`config.mk`:
```
export PLATFORM = sky130hd
export DESIGN_NAME = pwm_auto_shutdown_restart
export DESIGN_NICKNAME = d
export VERILOG_FILES = /design/src/hw/pwm_shutdown_pkg.sv /design/src/hw/pwm_auto_shutdown_restart.sv
export SDC_FILE = /design/constraint.sdc
export NUM_CORES = 1
export LEC_CHECK = 0
export ABC_CLOCK_PERIOD_IN_PS = 2200
export CORE_UTILIZATION = 50
export CTS_CLUSTER_DIAMETER = 200
export DETAILED_ROUTE_END_ITERATION = 10
export DONT_BUFFER_PORTS = 1
export SETUP_SLACK_MARGIN = 0.3
export SLEW_MARGIN = 10
export SYNTH_ARGS = -nofsm -noshare
export SYNTH_HDL_FRONTEND = slang
export SYNTH_SLANG_ARGS = --single-unit
```
`constraint.sdc`:
```
create_clock -name clock -period 2.2 [get_ports clock]
set_input_delay 0 -clock clock [delete_from_list [all_inputs] [get_ports clock]]
set_output_delay 0 -clock clock [all_outputs]
set_load 0.02 [all_outputs]
```
`src/hw/pwm_shutdown_pkg.sv`:
```
package pwm_shutdown_pkg;
    localparam int ADDR_W = 8;
    // register byte addresses
    localparam logic [7:0] SHUTDOWN_CONTROL_OFS = 8'h00;
    localparam logic [7:0] DEADBAND_RESTART_OFS = 8'h04;
    localparam logic [7:0] PWM_CONTROL_OFS = 8'h08;
    localparam logic [7:0] PIN_ENABLE_OFS = 8'h0C;
    localparam logic [7:0] INT_STATUS_OFS = 8'h10;
    localparam logic [7:0] INT_MASK_OFS = 8'h14;
    // shutdown_control fields
    localparam int EVENT_FLAG_BIT = 7;
    localparam int SRC_SEL_LSB = 4;
    localparam int SAFE_AC_LSB = 2;
    localparam int SAFE_BD_LSB = 0;
    // deadband_restart_register fields
    localparam int AUTO_RESTART_BIT = 7;
    // pwm_control_register: polarity bit 1 for the a/c pair, bit 0 for the b/d pair
    localparam int POL_AC_BIT = 1;
    localparam int POL_BD_BIT = 0;
    // interrupt status / mask bits
    localparam int IRQ_PERIOD_BIT = 0;
    localparam int IRQ_SHUTDOWN_BIT = 1;
    localparam int IRQ_W = 2;
    // source select bits
    localparam int SRC_COMP1_BIT = 0;
    localparam int SRC_COMP2_BIT = 1;
    localparam int SRC_FAULT_BIT = 2;
    // safe-state codes
    localparam logic [1:0] SAFE_LOW = 2'h0;
    localparam logic [1:0] SAFE_HIGH = 2'h1;
    // reset values, then AXI response codes
    localparam logic [7:0] SHUTDOWN_CONTROL_RST = 8'h00;
    localparam logic [7:0] DEADBAND_RESTART_RST = 8'h00;
    localparam logic [1:0] POLARITY_RST = 2'h0;
    localparam logic [3:0] PIN_ENABLE_RST = 4'h0;
    localparam logic [1:0] AXI_OKAY = 2'h0;
    localparam logic [1:0] AXI_SLVERR = 2'h2;
endpackage
```
`src/hw/pwm_auto_shutdown_restart.sv`:
```
`timescale 1ns/1ps
module pwm_auto_shutdown_restart
    import pwm_shutdown_pkg::*;
(
    input wire logic clock,
    input wire logic rst_n,
    input wire logic [ADDR_W-1:0] s_axi_awaddr,
    input wire logic s_axi_awvalid,
    output logic s_axi_awready,
    input wire logic [31:0] s_axi_wdata,
    input wire logic [3:0] s_axi_wstrb,
    input wire logic s_axi_wvalid,
    output logic s_axi_wready,
    output logic [1:0] s_axi_bresp,
    output logic s_axi_bvalid,
    input wire logic s_axi_bready,
    input wire logic [ADDR_W-1:0] s_axi_araddr,
    input wire logic s_axi_arvalid,
    output logic s_axi_arready,
    output logic [31:0] s_axi_rdata,
    output logic [1:0] s_axi_rresp,
    output logic s_axi_rvalid,
    input wire logic s_axi_rready,
    input wire logic pwm_period_start,
    input wire logic [3:0] pwm_raw,
    input wire logic comparator_1,
    input wire logic comparator_2,
    input wire logic fault_input_n,
    output logic output_a,
    output logic output_b,
    output logic output_c,
    output logic output_d,
    output logic [3:0] output_oe_n,
    output logic irq
);
    logic [7:0] ctrl_reg;
    logic auto_restart_enable;
    logic [6:0] deadband_reg;
    logic [1:0] output_polarity_select;
    logic [3:0] pin_enable_reg;
    logic [IRQ_W-1:0] status_reg, mask_reg;
    logic shut_reg, cause_prev_reg;
    logic [3:0] out_reg, oe_n_reg;
    logic irq_reg;

    logic [ADDR_W-1:0] awaddr_reg;
    logic awready_reg, wready_reg;
    logic [7:0] wdata_reg;
    logic wstrb0_reg;
    logic bvalid_reg, rvalid_reg, arready_reg;
    logic [1:0] bresp_reg, rresp_reg;
    logic [31:0] rdata_reg;

    logic wr_fire, wr_ctrl, wr_db, wr_pol, wr_pin, wr_stat, wr_mask, wr_hit;
    logic [2:0] src_sel;
    logic cause;
    logic flag_next, shut_next;
    logic [IRQ_W-1:0] event_vec;

    // ---------------- AXI4-Lite write path ----------------
    // ready lines are flops of their own so that every port leaves a register
    assign wr_fire = !awready_reg && !wready_reg && !bvalid_reg;
    assign wr_ctrl = wr_fire && wstrb0_reg && awaddr_reg == SHUTDOWN_CONTROL_OFS;
    assign wr_db = wr_fire && wstrb0_reg && awaddr_reg == DEADBAND_RESTART_OFS;
    assign wr_pol = wr_fire && wstrb0_reg && awaddr_reg == PWM_CONTROL_OFS;
    assign wr_pin = wr_fire && wstrb0_reg && awaddr_reg == PIN_ENABLE_OFS;
    assign wr_stat = wr_fire && wstrb0_reg && awaddr_reg == INT_STATUS_OFS;
    assign wr_mask = wr_fire && wstrb0_reg && awaddr_reg == INT_MASK_OFS;
    assign wr_hit = awaddr_reg == SHUTDOWN_CONTROL_OFS || awaddr_reg == DEADBAND_RESTART_OFS
        || awaddr_reg == PWM_CONTROL_OFS || awaddr_reg == PIN_ENABLE_OFS
        || awaddr_reg == INT_STATUS_OFS || awaddr_reg == INT_MASK_OFS;

    always_ff @(posedge clock) begin
        if (!rst_n) begin
            awready_reg <= 1'b1;
            awaddr_reg <= '0;
        end else if (s_axi_awvalid && awready_reg) begin
            awready_reg <= 1'b0;
            awaddr_reg <= s_axi_awaddr;
        end else if (wr_fire) begin
            awready_reg <= 1'b1;
        end
    end

    always_ff @(posedge clock) begin
        if (!rst_n) begin
            wready_reg <= 1'b1;
            wdata_reg <= 8'h00;
            wstrb0_reg <= 1'b0;
        end else if (s_axi_wvalid && wready_reg) begin
            wready_reg <= 1'b0;
            wdata_reg <= s_axi_wdata[7:0];
            wstrb0_reg <= s_axi_wstrb[0];
        end else if (wr_fire) begin
            wready_reg <= 1'b1;
        end
    end

    always_ff @(posedge clock) begin
        if (!rst_n) begin
            bvalid_reg <= 1'b0;
            bresp_reg <= AXI_OKAY;
        end else if (wr_fire) begin
            bvalid_reg <= 1'b1;
            bresp_reg <= wr_hit ? AXI_OKAY : AXI_SLVERR;
        end else if (s_axi_bready) begin
            bvalid_reg <= 1'b0;
        end
    end

    assign s_axi_awready = awready_reg;
    assign s_axi_wready = wready_reg;
    assign s_axi_bvalid = bvalid_reg;
    assign s_axi_bresp = bresp_reg;

    // ---------------- AXI4-Lite read path ----------------
    always_ff @(posedge clock) begin
        if (!rst_n) begin
            rvalid_reg <= 1'b0;
            arready_reg <= 1'b1;
            rdata_reg <= 32'h0000_0000;
            rresp_reg <= AXI_OKAY;
        end else if (s_axi_arvalid && arready_reg) begin
            rvalid_reg <= 1'b1;
            arready_reg <= 1'b0;
            rresp_reg <= AXI_OKAY;
            unique case (s_axi_araddr)
                SHUTDOWN_CONTROL_OFS: rdata_reg <= {24'h000000, ctrl_reg};
                DEADBAND_RESTART_OFS: rdata_reg <= {24'h000000, auto_restart_enable, deadband_reg};
                PWM_CONTROL_OFS: rdata_reg <= {30'h00000000, output_polarity_select};
                PIN_ENABLE_OFS: rdata_reg <= {28'h0000000, pin_enable_reg};
                INT_STATUS_OFS: rdata_reg <= {30'h00000000, status_reg};
                INT_MASK_OFS: rdata_reg <= {30'h00000000, mask_reg};
                default: begin
                    rdata_reg <= 32'h0000_0000;
                    rresp_reg <= AXI_SLVERR;
                end
            endcase
        end else if (s_axi_rready) begin
            rvalid_reg <= 1'b0;
            arready_reg <= 1'b1;
        end
    end

    assign s_axi_arready = arready_reg;
    assign s_axi_rvalid = rvalid_reg;
    assign s_axi_rdata = rdata_reg;
    assign s_axi_rresp = rresp_reg;

    // ---------------- configuration ----------------
    always_ff @(posedge clock) begin
        if (!rst_n) begin
            auto_restart_enable <= DEADBAND_RESTART_RST[AUTO_RESTART_BIT];
            deadband_reg <= DEADBAND_RESTART_RST[6:0];
        end else if (wr_db) begin
            auto_restart_enable <= wdata_reg[AUTO_RESTART_BIT];
            deadband_reg <= wdata_reg[6:0];
        end
    end

    // polarity is taken at any time; changing it while driving is software's hazard
    always_ff @(posedge clock) begin
        if (!rst_n) begin
            output_polarity_select <= POLARITY_RST;
        end else if (wr_pol) begin
            output_polarity_select <= wdata_reg[1:0];
        end
    end

    always_ff @(posedge clock) begin
        if (!rst_n) begin
            pin_enable_reg <= PIN_ENABLE_RST;
        end else if (wr_pin) begin
            pin_enable_reg <= wdata_reg[3:0];
        end
    end

    // ---------------- shutdown control ----------------
    assign src_sel = ctrl_reg[SRC_SEL_LSB +: 3];
    // all sources are plain levels; a pulse shorter than a cycle may be missed
    assign cause = (src_sel[SRC_COMP1_BIT] && comparator_1)
        || (src_sel[SRC_COMP2_BIT] && comparator_2)
        || (src_sel[SRC_FAULT_BIT] && !fault_input_n);

    always_comb begin
        flag_next = ctrl_reg[EVENT_FLAG_BIT];
        if (wr_ctrl && !cause) begin
            flag_next = wdata_reg[EVENT_FLAG_BIT];
        end
        if (auto_restart_enable && cause_prev_reg && !cause) begin
            flag_next = 1'b0;
        end
        if (cause) begin
            flag_next = 1'b1;
        end
    end

    assign shut_next = flag_next || (shut_reg && !pwm_period_start);

    always_ff @(posedge clock) begin
        if (!rst_n) begin
            ctrl_reg <= SHUTDOWN_CONTROL_RST;
            cause_prev_reg <= 1'b0;
            shut_reg <= 1'b0;
        end else begin
            ctrl_reg[EVENT_FLAG_BIT] <= flag_next;
            if (wr_ctrl) begin
                ctrl_reg[6:0] <= wdata_reg[6:0];
            end
            cause_prev_reg <= cause;
            shut_reg <= shut_next;
        end
    end

    // ---------------- pin drivers ----------------
    genvar gi;
    generate
        for (gi = 0; gi < 4; gi++) begin : g_pin
            // pins 0 and 2 (a, c) form one pair, pins 1 and 3 (b, d) the other
            localparam bit IS_AC = (gi % 2) == 0;
            logic [1:0] safe;
            logic pol;
            assign safe = IS_AC ? ctrl_reg[SAFE_AC_LSB +: 2] : ctrl_reg[SAFE_BD_LSB +: 2];
            assign pol = IS_AC ? output_polarity_select[POL_AC_BIT]
                : output_polarity_select[POL_BD_BIT];
            always_ff @(posedge clock) begin
                if (!rst_n) begin
                    out_reg[gi] <= 1'b0;
                    oe_n_reg[gi] <= 1'b1;
                end else if (shut_reg) begin
                    out_reg[gi] <= safe == SAFE_HIGH;
                    oe_n_reg[gi] <= !pin_enable_reg[gi] || safe[1];
                end else begin
                    out_reg[gi] <= pwm_raw[gi] ^ pol;
                    oe_n_reg[gi] <= !pin_enable_reg[gi];
                end
            end
        end
    endgenerate

    assign output_a = out_reg[0];
    assign output_b = out_reg[1];
    assign output_c = out_reg[2];
    assign output_d = out_reg[3];
    assign output_oe_n = oe_n_reg;

    // ---------------- interrupts ----------------
    assign event_vec[IRQ_PERIOD_BIT] = pwm_period_start;
    assign event_vec[IRQ_SHUTDOWN_BIT] = flag_next && !ctrl_reg[EVENT_FLAG_BIT];

    always_ff @(posedge clock) begin
        if (!rst_n) begin
            status_reg <= '0;
        end else begin
            status_reg <= (status_reg & ~(wr_stat ? wdata_reg[IRQ_W-1:0] : '0)) | event_vec;
        end
    end

    always_ff @(posedge clock) begin
        if (!rst_n) begin
            mask_reg <= '0;
        end else if (wr_mask) begin
            mask_reg <= wdata_reg[IRQ_W-1:0];
        end
    end

    always_ff @(posedge clock) begin
        if (!rst_n) begin
            irq_reg <= 1'b0;
        end else begin
            irq_reg <= |(status_reg & mask_reg);
        end
    end
    assign irq = irq_reg;
endmodule // pwm_auto_shutdown_restart

```
Yosys cells after proc, flatten, opt, wreduce, memory -nomap -nowiden
Index checks and enable logic that the tools add are counted.
Operators by class
  bitwise logic cells: 8
  equality and inequality tests: 12
  multiplexer cells: 24
  reductions and logical operators: 51
Operators by type and width (count)
  $pmux 8 s6: 1
  $eq 8x4->1 const B: 4
  $eq 8x5->1 const B: 4
  $logic_and 1x1->1: 20
  $mux 1: 20
  $eq 8x3->1 const B: 2
  $logic_not 8->1: 2
  $logic_or 1x1->1: 12
  $logic_not 1->1: 11
  $reduce_bool 2->1: 4
  $mux 2: 3
  $reduce_or 6->1: 1
  $and 2x2->2: 2
  $eq 2x1->1 const B: 2
  $xor 1x1->1: 4
  $not 2->2: 1
  $or 2x2->2: 1
  $reduce_or 2->1: 1
Word-level totals
  input port bits: 67
  output and inout port bits: 50
  flip-flop bits (word level): 95
  word-level logic and storage cells: 125

Longest topological paths before layout
Gate-level depths: netlist (run 1).
  depth after elaboration: 11
  gate-level depth with buffers: 5
  depth with buffers taken out: 4

Worst setup path after synthesis (run 1)
OpenSTA, ideal clock, no wires.
  kind: reg-to-reg
  from: reg bvalid_reg, in the netlist s_axi_bvalid
  to: reg auto_restart_enable
  arrival time: 1.553 ns
  required time: 2.128 ns
  setup slack: 0.575 ns
  cell stages (with the launch flop): 5
  buffers on the path: 0
  setup time: 0.072 ns
  clock period less this slack: 1.625 ns
  cell sequence: dfxtp_1 -> nor4b_4 -> nand2_2 -> nor4_4 -> mux2i_1
On the way
  longest elaborated chain between the ends: 4
Ends and longest elaborated chain
  start, declared: RTL line pwm_auto_shutdown_restart.sv:50  | logic bvalid_reg, rvalid_reg, arready_reg;
  start signal, assigned: RTL line pwm_auto_shutdown_restart.sv:101  | bvalid_reg <= 1'b0;
  start signal, assigned: RTL line pwm_auto_shutdown_restart.sv:104  | bvalid_reg <= 1'b1;
  start signal, assigned: RTL line pwm_auto_shutdown_restart.sv:107  | bvalid_reg <= 1'b0;
  $logic_not 1->1: RTL line pwm_auto_shutdown_restart.sv:62  | assign wr_fire = !awready_reg && !wready_reg && !bvalid_reg;
  $logic_and 1x1->1: RTL line pwm_auto_shutdown_restart.sv:62
  $logic_and 1x1->1 (2 in series): RTL line pwm_auto_shutdown_restart.sv:64  | assign wr_db = wr_fire && wstrb0_reg && awaddr_reg == DEADBAND_RESTART_OFS;
  end signal, assigned: RTL line pwm_auto_shutdown_restart.sv:153  | auto_restart_enable <= DEADBAND_RESTART_RST[AUTO_RESTART_BIT];
  end signal, assigned: RTL line pwm_auto_shutdown_restart.sv:156  | auto_restart_enable <= wdata_reg[AUTO_RESTART_BIT];
  end, declared: RTL line pwm_auto_shutdown_restart.sv:37  | logic auto_restart_enable;
No other way between the ends.
A chain may end at the register's enable or synchronous reset.

Worst setup path after layout (run 1)
  from: in s_axi_araddr[4]
  to: reg rdata_reg[2], in the netlist s_axi_rdata[2]
On the way
  longest elaborated chain between the ends: 2
  elaborated cells on any way between the ends: 7
  those cells by class: eq/ne: 5; mux: 1; reduce/logical: 1
Ends and longest elaborated chain
  start, declared: RTL line pwm_auto_shutdown_restart.sv:17  | input wire logic [ADDR_W-1:0] s_axi_araddr,
  $eq 8x5->1 (tied with other cells): RTL line pwm_auto_shutdown_restart.sv:127  | unique case (s_axi_araddr)
  $pmux 8 s6 (*): RTL line pwm_auto_shutdown_restart.sv:127
  end signal, assigned: RTL line pwm_auto_shutdown_restart.sv:128  | SHUTDOWN_CONTROL_OFS: rdata_reg <= {24'h000000, ctrl_reg};
  end signal, assigned: RTL line pwm_auto_shutdown_restart.sv:129  | DEADBAND_RESTART_OFS: rdata_reg <= {24'h000000, auto_restart_enable, deadband_reg};
  end signal, assigned: RTL line pwm_auto_shutdown_restart.sv:130  | PWM_CONTROL_OFS: rdata_reg <= {30'h00000000, output_polarity_select};
  end, declared: RTL line pwm_auto_shutdown_restart.sv:52  | logic [31:0] rdata_reg;
Mark *: on every way between the ends. The rest lies on a longest branch, timed or not.

==> impl_metrics.ini, run 1 <==
[setup_path]
crit_path_end_kind = flop
crit_chain = dlygate4sd3_1 -> nor3_2 -> dlygate4sd3_1 -> nand2_1 -> dlygate4sd3_1 -> o21ai_0
cp_data_arrival_time_ns = 2.09
rrSetupSlack_ns = 0.40
cp.buffers_inverters = 3
r2r-end = s_axi_rdata[1]
startpoint_type = primary input
path_class = primary input to flop
reg2regPathDepth = 5
slowest_stage = dlygate4sd3_1
critPathTopFamily = buffers and inverters
slowest_delay_ns = 0.60
cp_common_cell = dlygate4sd3_1
rr_startpoint = ctrl_reg[1]
path_max_fanout = 4
worst_ep_required_time_ns = 2.47

[placed_design]
gp_congestion = 0.7532
dp_hpwl_mm = 4.080
dp_slack_ns = 0.5195
portBuffers = 0

[floorplan]
start_util = 0.5337
die_w_um = 79.84
io_pins = 117
die_y_um = 79.84
dieArea_mm2 = 0.006374
core_mm2 = 0.005675
rows = 27

[detailed_routing]
routed_via_density = 5.210
drc = 0
antenna_left = 0
vias = 2402
first_pass_iters = 6
routedWlPerCell_um = 13.75
first_iter_violations = 79
wl_mm = 6.341

[hold_path]
hold_depth = 2
hold_path.startpoint = comparator_2
min_to = cause_prev_reg
min_path_type = primary input to flop

[timing]
setup_viol = 0
rsz0062_at_grt = no
worst_pin_slew_ns = 0.7641
setup_slack_ns = 0.3794
fin_crit_ns = 1.821
fmax_mhz = 549.3
final_max_slew_viol_count = 0
fin_tns_setup_ns = 0
period_share = 0.8276
hold_viol = 0
slew_headroom = 0.4859
finalClockSkew_ns = 0.004182

[power]
p_comb_frac = 0.103
clkPwrFrac = 0.350
power.leakage_uw = 0.001433
power_frac_seq = 0.547
cellPowerDensity_mw_per_mm2 = 676.5
p_int_uw = 1780
vdd_drop_max_v = 0.0005051
switching_share = 0.2659
p_switching_uw = 644.9

[logic_synthesis]
synth_area_per_cell_um2 = 8.806
yosysWarnings = 0
synth_area_mm2 = 0.003029
synth_flop_cell = dfxtp_1
netlist_instances = 344
ys_seq_area_frac = 0.4560
synth_cell_type_count = 45
async_flop_share = 0
synth_edf_count = 0
ys_ff_latch = 69

[finish]
antenna_cells = 0
seq_area_mm2 = 0.001381
multi_input_area_mm2 = 0.001461
fillers = 502
area_growth_pct = 18.34
nNetsFinal = 451
drive_above_1_share = 0.09254

[global_routing]
track_usage = 0.2178
grt_pass1_wl_mm = 10.37
busiest_layer = met2
antenna_found_initial = 0
grt_pass1_vias = 2153
overflow = 0
grt_use_met1 = 0.2821
grt_max_degree = 38
gr-usage-met3 = 0.04914
grt_util_met2 = 0.3393

[clocking]
clockRootBuffer = clkbuf_8
cts_tree = built
h-tree-depth = 3
cts_sinks = 69
worstSkewPairLatency_ns = 0.34
post_cts_buffers = 0
path_clk_slew_ns = 0.07
numCtsBuffers = 9
clk_path_buf_depth = 2

[outcome]
outcome = finished, final reports clean

[flow_run]
cap_violations = 0
## layer usage
metal | wire (um) | up-vias
met3 | 268 | 11
met4 | 116 | 0
met1 | 2952 | 1114
li1 | - | 1208
met5 | 0 | -
met2 | 3004 | 69
## worst register-to-register path: cells and delay by family, from the launching register on
family / cells / cell delay [ns]
mux: 1 / 0.46
flops: 1 / 0.34
compound gates: 2 / 0.28
buf+inv: 2 / 0.61
## logic make-up after synthesis
group | after synthesis | share of synthesized area
other | 1 | 0.001238
muxes | 31 | 0.1123
buffers and inverters | 50 | 0.09500
and+or+nand+nor | 133 | 0.2173
xor gates and xnor gates | 4 | 0.01156
AOI/OAI and AO/OA | 56 | 0.1066
DFF | 69 | 0.4560
## worst max-delay path by stage
stage	from	end	cells past startpoint
global route	s_axi_araddr[4]	s_axi_rdata[2]	6
CTS	s_axi_arready	s_axi_rdata[1]	3
global placement	s_axi_bvalid	ctrl_reg[5]	5
detailed placement	s_axi_bvalid	pin_enable_reg[2]	4
floorplan	s_axi_bvalid	auto_restart_enable	4
finish	s_axi_araddr[4]	s_axi_rdata[2]	6
## area by class of cell
| cell class | instances | area share |
|---|---|---|
| tap | 72 | 0.02513 |
| multi-input combinational | 250 | 0.4077 |
| clock inverter | 6 | 0.008377 |
| inverter | 7 | 0.007330 |
| clock buffer | 10 | 0.03560 |
| sequential | 69 | 0.3853 |
| timing repair buffer | 47 | 0.1305 |
## placed cells by master (no fill, tap or decap), types with 2 or more instances in the layout
| cell type | instances |
|---|---|
| nor3_2 | 2 |
| o21ai_0 | 11 |
| nand2b_1 | 6 |
| buf_4 | 5 |
| dlygate4sd3_1 | 41 |
| inv_1 | 6 |
| nor2_1 | 22 |
| nand2_2 | 2 |
| dfxtp_1 | 69 |
| mux4_2 | 2 |
| clkbuf_8 | 9 |
| a22oi_1 | 6 |
| conb_1 | 26 |
| mux2i_1 | 25 |
| a32o_1 | 2 |
| xor2_1 | 4 |
| o22ai_1 | 2 |
| a21oi_1 | 28 |
| nor3_1 | 3 |
| mux2_2 | 4 |
| nand2_1 | 56 |
| clkinv_2 | 6 |
| nand3_1 | 27 |
| a31oi_1 | 2 |
## through the flow
step / total power (uW) / util / hold slack [ns] / cell area (um^2) / instances
finish: 2425 / 0.6316 / 0.005506 / 3585 / 461
global route: 2539 / 0.6316 / 0.02522 / 3585 / 461
CTS: 2443 / 0.6285 / 0.006308 / 3567 / 460
detailed placement: 1524 / 0.5267 / 0.06855 / 2989 / 403
global placement: 1522 / 0.5267 / 0.06593 / 2989 / 403
floorplan: 1546 / - / 0.1329 / 3123 / 369
## repair_timing
action / 4_1_cts / 5_1_grt
resized for setup: 0 / 3
setup endpoints to repair: 0 / 3
hold endpoints to repair: 55 / 1
hold buffers: 41 / 1
## Yosys cell counts, types with 2 or more instances
| master | n | share of area |
|---|---|---|
| clkbuf_1 | 12 | 0.015 |
| mux2_2 | 4 | 0.015 |
| a31oi_1 | 2 | 0.0041 |
| a21oi_1 | 28 | 0.046 |
| dfxtp_1 | 69 | 0.46 |
| o22ai_1 | 2 | 0.0041 |
| mux4_2 | 2 | 0.015 |
| mux2i_1 | 25 | 0.083 |
| o21ai_0 | 12 | 0.020 |
| buf_1 | 3 | 0.0037 |
| nand2_1 | 57 | 0.071 |
| xor2_1 | 4 | 0.012 |
| a32o_1 | 2 | 0.0066 |
| nand3_1 | 27 | 0.045 |
| buf_4 | 26 | 0.064 |
| nor2_1 | 22 | 0.027 |
| a22oi_1 | 6 | 0.015 |
| nand2b_1 | 6 | 0.012 |
| inv_1 | 6 | 0.0074 |
| nor3_1 | 4 | 0.0066 |
## power groups by stage
stage               clock network (uW)  logic (uW)  registers, uW
global route                       932         275           1330
finish                             848         250           1330
detailed placement                   0         170           1350
floorplan                            0         196           1350
global placement                     0         169           1350
CTS                                872         245           1330
Note: power is estimated with default switching activity, not from simulation.
==> run 2: changes to the inputs <==
- ABC_AREA: default -> 1
- ABC_CLOCK_PERIOD_IN_PS: 2200 -> 1490
- PLACE_DENSITY: default -> 0.68
- clock period: 2.2 -> 1.49 ns (I/O delays scaled with it)
==> impl_metrics.ini, run 2 <==
[logic_synthesis]
synth_cell_type_count = 26
netlist_instances = 408
synth_edf_count = 0
synth_flop_cell = dfxtp_1
synth-adder-area-share = 0
yosysWarnings = 0
synthSimpleGateAreaFrac = 0.2350
ys_seq_area_frac = 0.4543
ys_ff_latch = 69
synth.area.top_cells = dfxtp_1, a21oi_1, o21ai_0
netlist_top_cells_count = dfxtp_1, nand2_1, a21oi_1, o21ai_0, nor2_1
async_flop_share = 0
yosysTopAreaCell = dfxtp_1
synth_compound_area_frac = 0.1683
synthMuxAreaShare = 0
synthMostInstantiatedCell = dfxtp_1
synth_area_per_cell_um2 = 7.452
synth_area_mm2 = 0.003040
synth_top_area_share = 0.4543
synth_top_family_by_area = simple AND/OR/NAND/NOR gates
synth_xor_area_frac = 0.005761

[placed_design]
place_inst = 480
dp_hpwl_mm = 4.615
portBuffers = 0
gp_congestion = 0.7947

[clocking]
worstSkewPairLatency_ns = 0.35
h-tree-depth = 3
numCtsBuffers = 9
cts_sinks = 69
cts_tree = built
path_clk_slew_ns = 0.08
clk_path_buf_depth = 2
clockRootBuffer = clkbuf_8

[timing]
fin_crit_ns = 1.374
setup_viol = 0
period_share = 0.9222
timing.hold.ws_ns = -0.002435
finalClockSkew_ns = 0.008525
final_max_slew_viol_count = 0
fmax_mhz = 727.7
fin_tns_setup_ns = 0
hold_viol = 1
rsz0062_at_grt = yes

[power]
power_uw = 4360
power_frac_seq = 0.457
cellPowerDensity_mw_per_mm2 = 1107
p_int_uw = 3239
p_switching_uw = 1121
switching_share = 0.2570
vdd_drop_max_v = 0.0007073
power.leakage_uw = 0.001667
clkPwrFrac = 0.417
p_comb_frac = 0.126

[setup_path]
rrSetupSlack_ns = 0.12
path_class = flop to flop
startpoint_type = flop
path_max_fanout = 6
crit_path_start = s_axi_wready
r2r-end = deadband_reg[1]
reg2regPathDepth = 8
cp_data_arrival_time_ns = 1.65
rr_startpoint = s_axi_wready
crit_path_end_kind = flop
worst_ep_required_time_ns = 1.77

[finish]
nNetsFinal = 533
antenna_cells = 0
area_growth_pct = 29.55
layout_common_cells = dfxtp_1, nand2_1, a21oi_1
drive_above_1_share = 0.2017
fin_cells = 546
layout_commonest_cell = dfxtp_1

[floorplan]
dieArea_mm2 = 0.006397
die_w_um = 79.98
start_util = 0.5166
core_mm2 = 0.005886
die_y_um = 79.98
io_pins = 117
rows = 28

[detailed_routing]
wl_mm = 7.115
vias = 2745
routedWlPerCell_um = 13.03
routed_via_density = 5.027
first_pass_iters = 4
antenna_left = 0
drc = 0
first_iter_violations = 155

[global_routing]
grt_max_degree = 49
track_usage = 0.2209
grt_pass1_vias = 2461
overflow = 0
grt_pass1_wl_mm = 10.74
antenna_found_initial = 0

[outcome]
outcome = finished with violations
violations = negative hold slack

[hold_path]
hold_path.startpoint = s_axi_araddr[6]
min_to = s_axi_rresp[1]
hold_depth = 4
min_path_type = primary input to flop

[flow_run]
cap_violations = 0
run 2: critical path, cell delays in order, from the launching register on:
cell and delay (ns):
dfxtp_2 0.32, nor2_2 0.10, nand2_2 0.08, inv_2 0.08, nand2_4 0.07, nor3_4 0.30, buf_6 0.17, o21ai_2 0.05
a21oi_1 0.12
run 2: layout make-up:
class                   instances  area (um^2)
well taps                      75        93.84
clock buffers                   9        123.9
flip-flops and latches         69         1390
clock inverters                 7        113.9
repair buffers                 61        578.1
inverters                      42        163.9
multi-input cells             283         1475
fillers                       495         1947
run 2: per-stage QoR:
step                      utilization  setup slack (ns)  area (um^2)
after global routing           0.6692         -0.006687         3939
after global placement         0.5200            0.1105         3060
after detailed placement       0.5200           0.06452         3060
after CTS                      0.6375            0.1407         3752
after floorplan                     -            0.1944         3138
final                          0.6692            0.1159         3939
run 2: kinds of logic after synthesis:
logic type	after synthesis
AO/OA/AOI/OAI	100
XOR/XNOR	2
buffers and inverters	81
flip-flops	69
other	1
AND/OR/NAND/NOR	155
run 2: worst max-delay path by stage:
stage | slack [ns] | to | cells after the start
6_report | 0.12 | deadband_reg[1] | 8
5_1_grt | -0.007 | deadband_reg[1] | 8
3_3_place_gp | 0.11 | pin_enable_reg[1] | 8
2_1_floorplan | 0.19 | deadband_reg[4] | 8
3_5_place_dp | 0.06 | status_reg[1] | 9
4_1_cts | 0.14 | deadband_reg[6] | 8
run 2: metal layers:
metal  vias up  track usage  share of wire
met1      1246       0.2645           0.44
met5         -            0              0
met2        88       0.3709           0.48
met4         0      0.09643          0.019
li1       1397            -              -
met3        14      0.05714          0.053
run 2: power by group through the flow:
stage | clock, uW | sequential [uW] | combinational [uW]
floorplan | 0 | 2020 | 329
global placement | 0 | 2020 | 334
detailed placement | 0 | 2020 | 341
CTS | 1830 | 1980 | 480
global route | 1920 | 2000 | 602
finish | 1820 | 1990 | 549
run 2: repair_timing:
item / 4_1_cts / 5_1_grt
setup buffers: 6 / 10
gates cloned: 0 / 1
hold buffers: 32 / 1
hold endpoints to repair: 58 / 4
gates resized for setup: 29 / 21
pin swaps: 14 / 12
setup endpoints to repair: 34 / 46
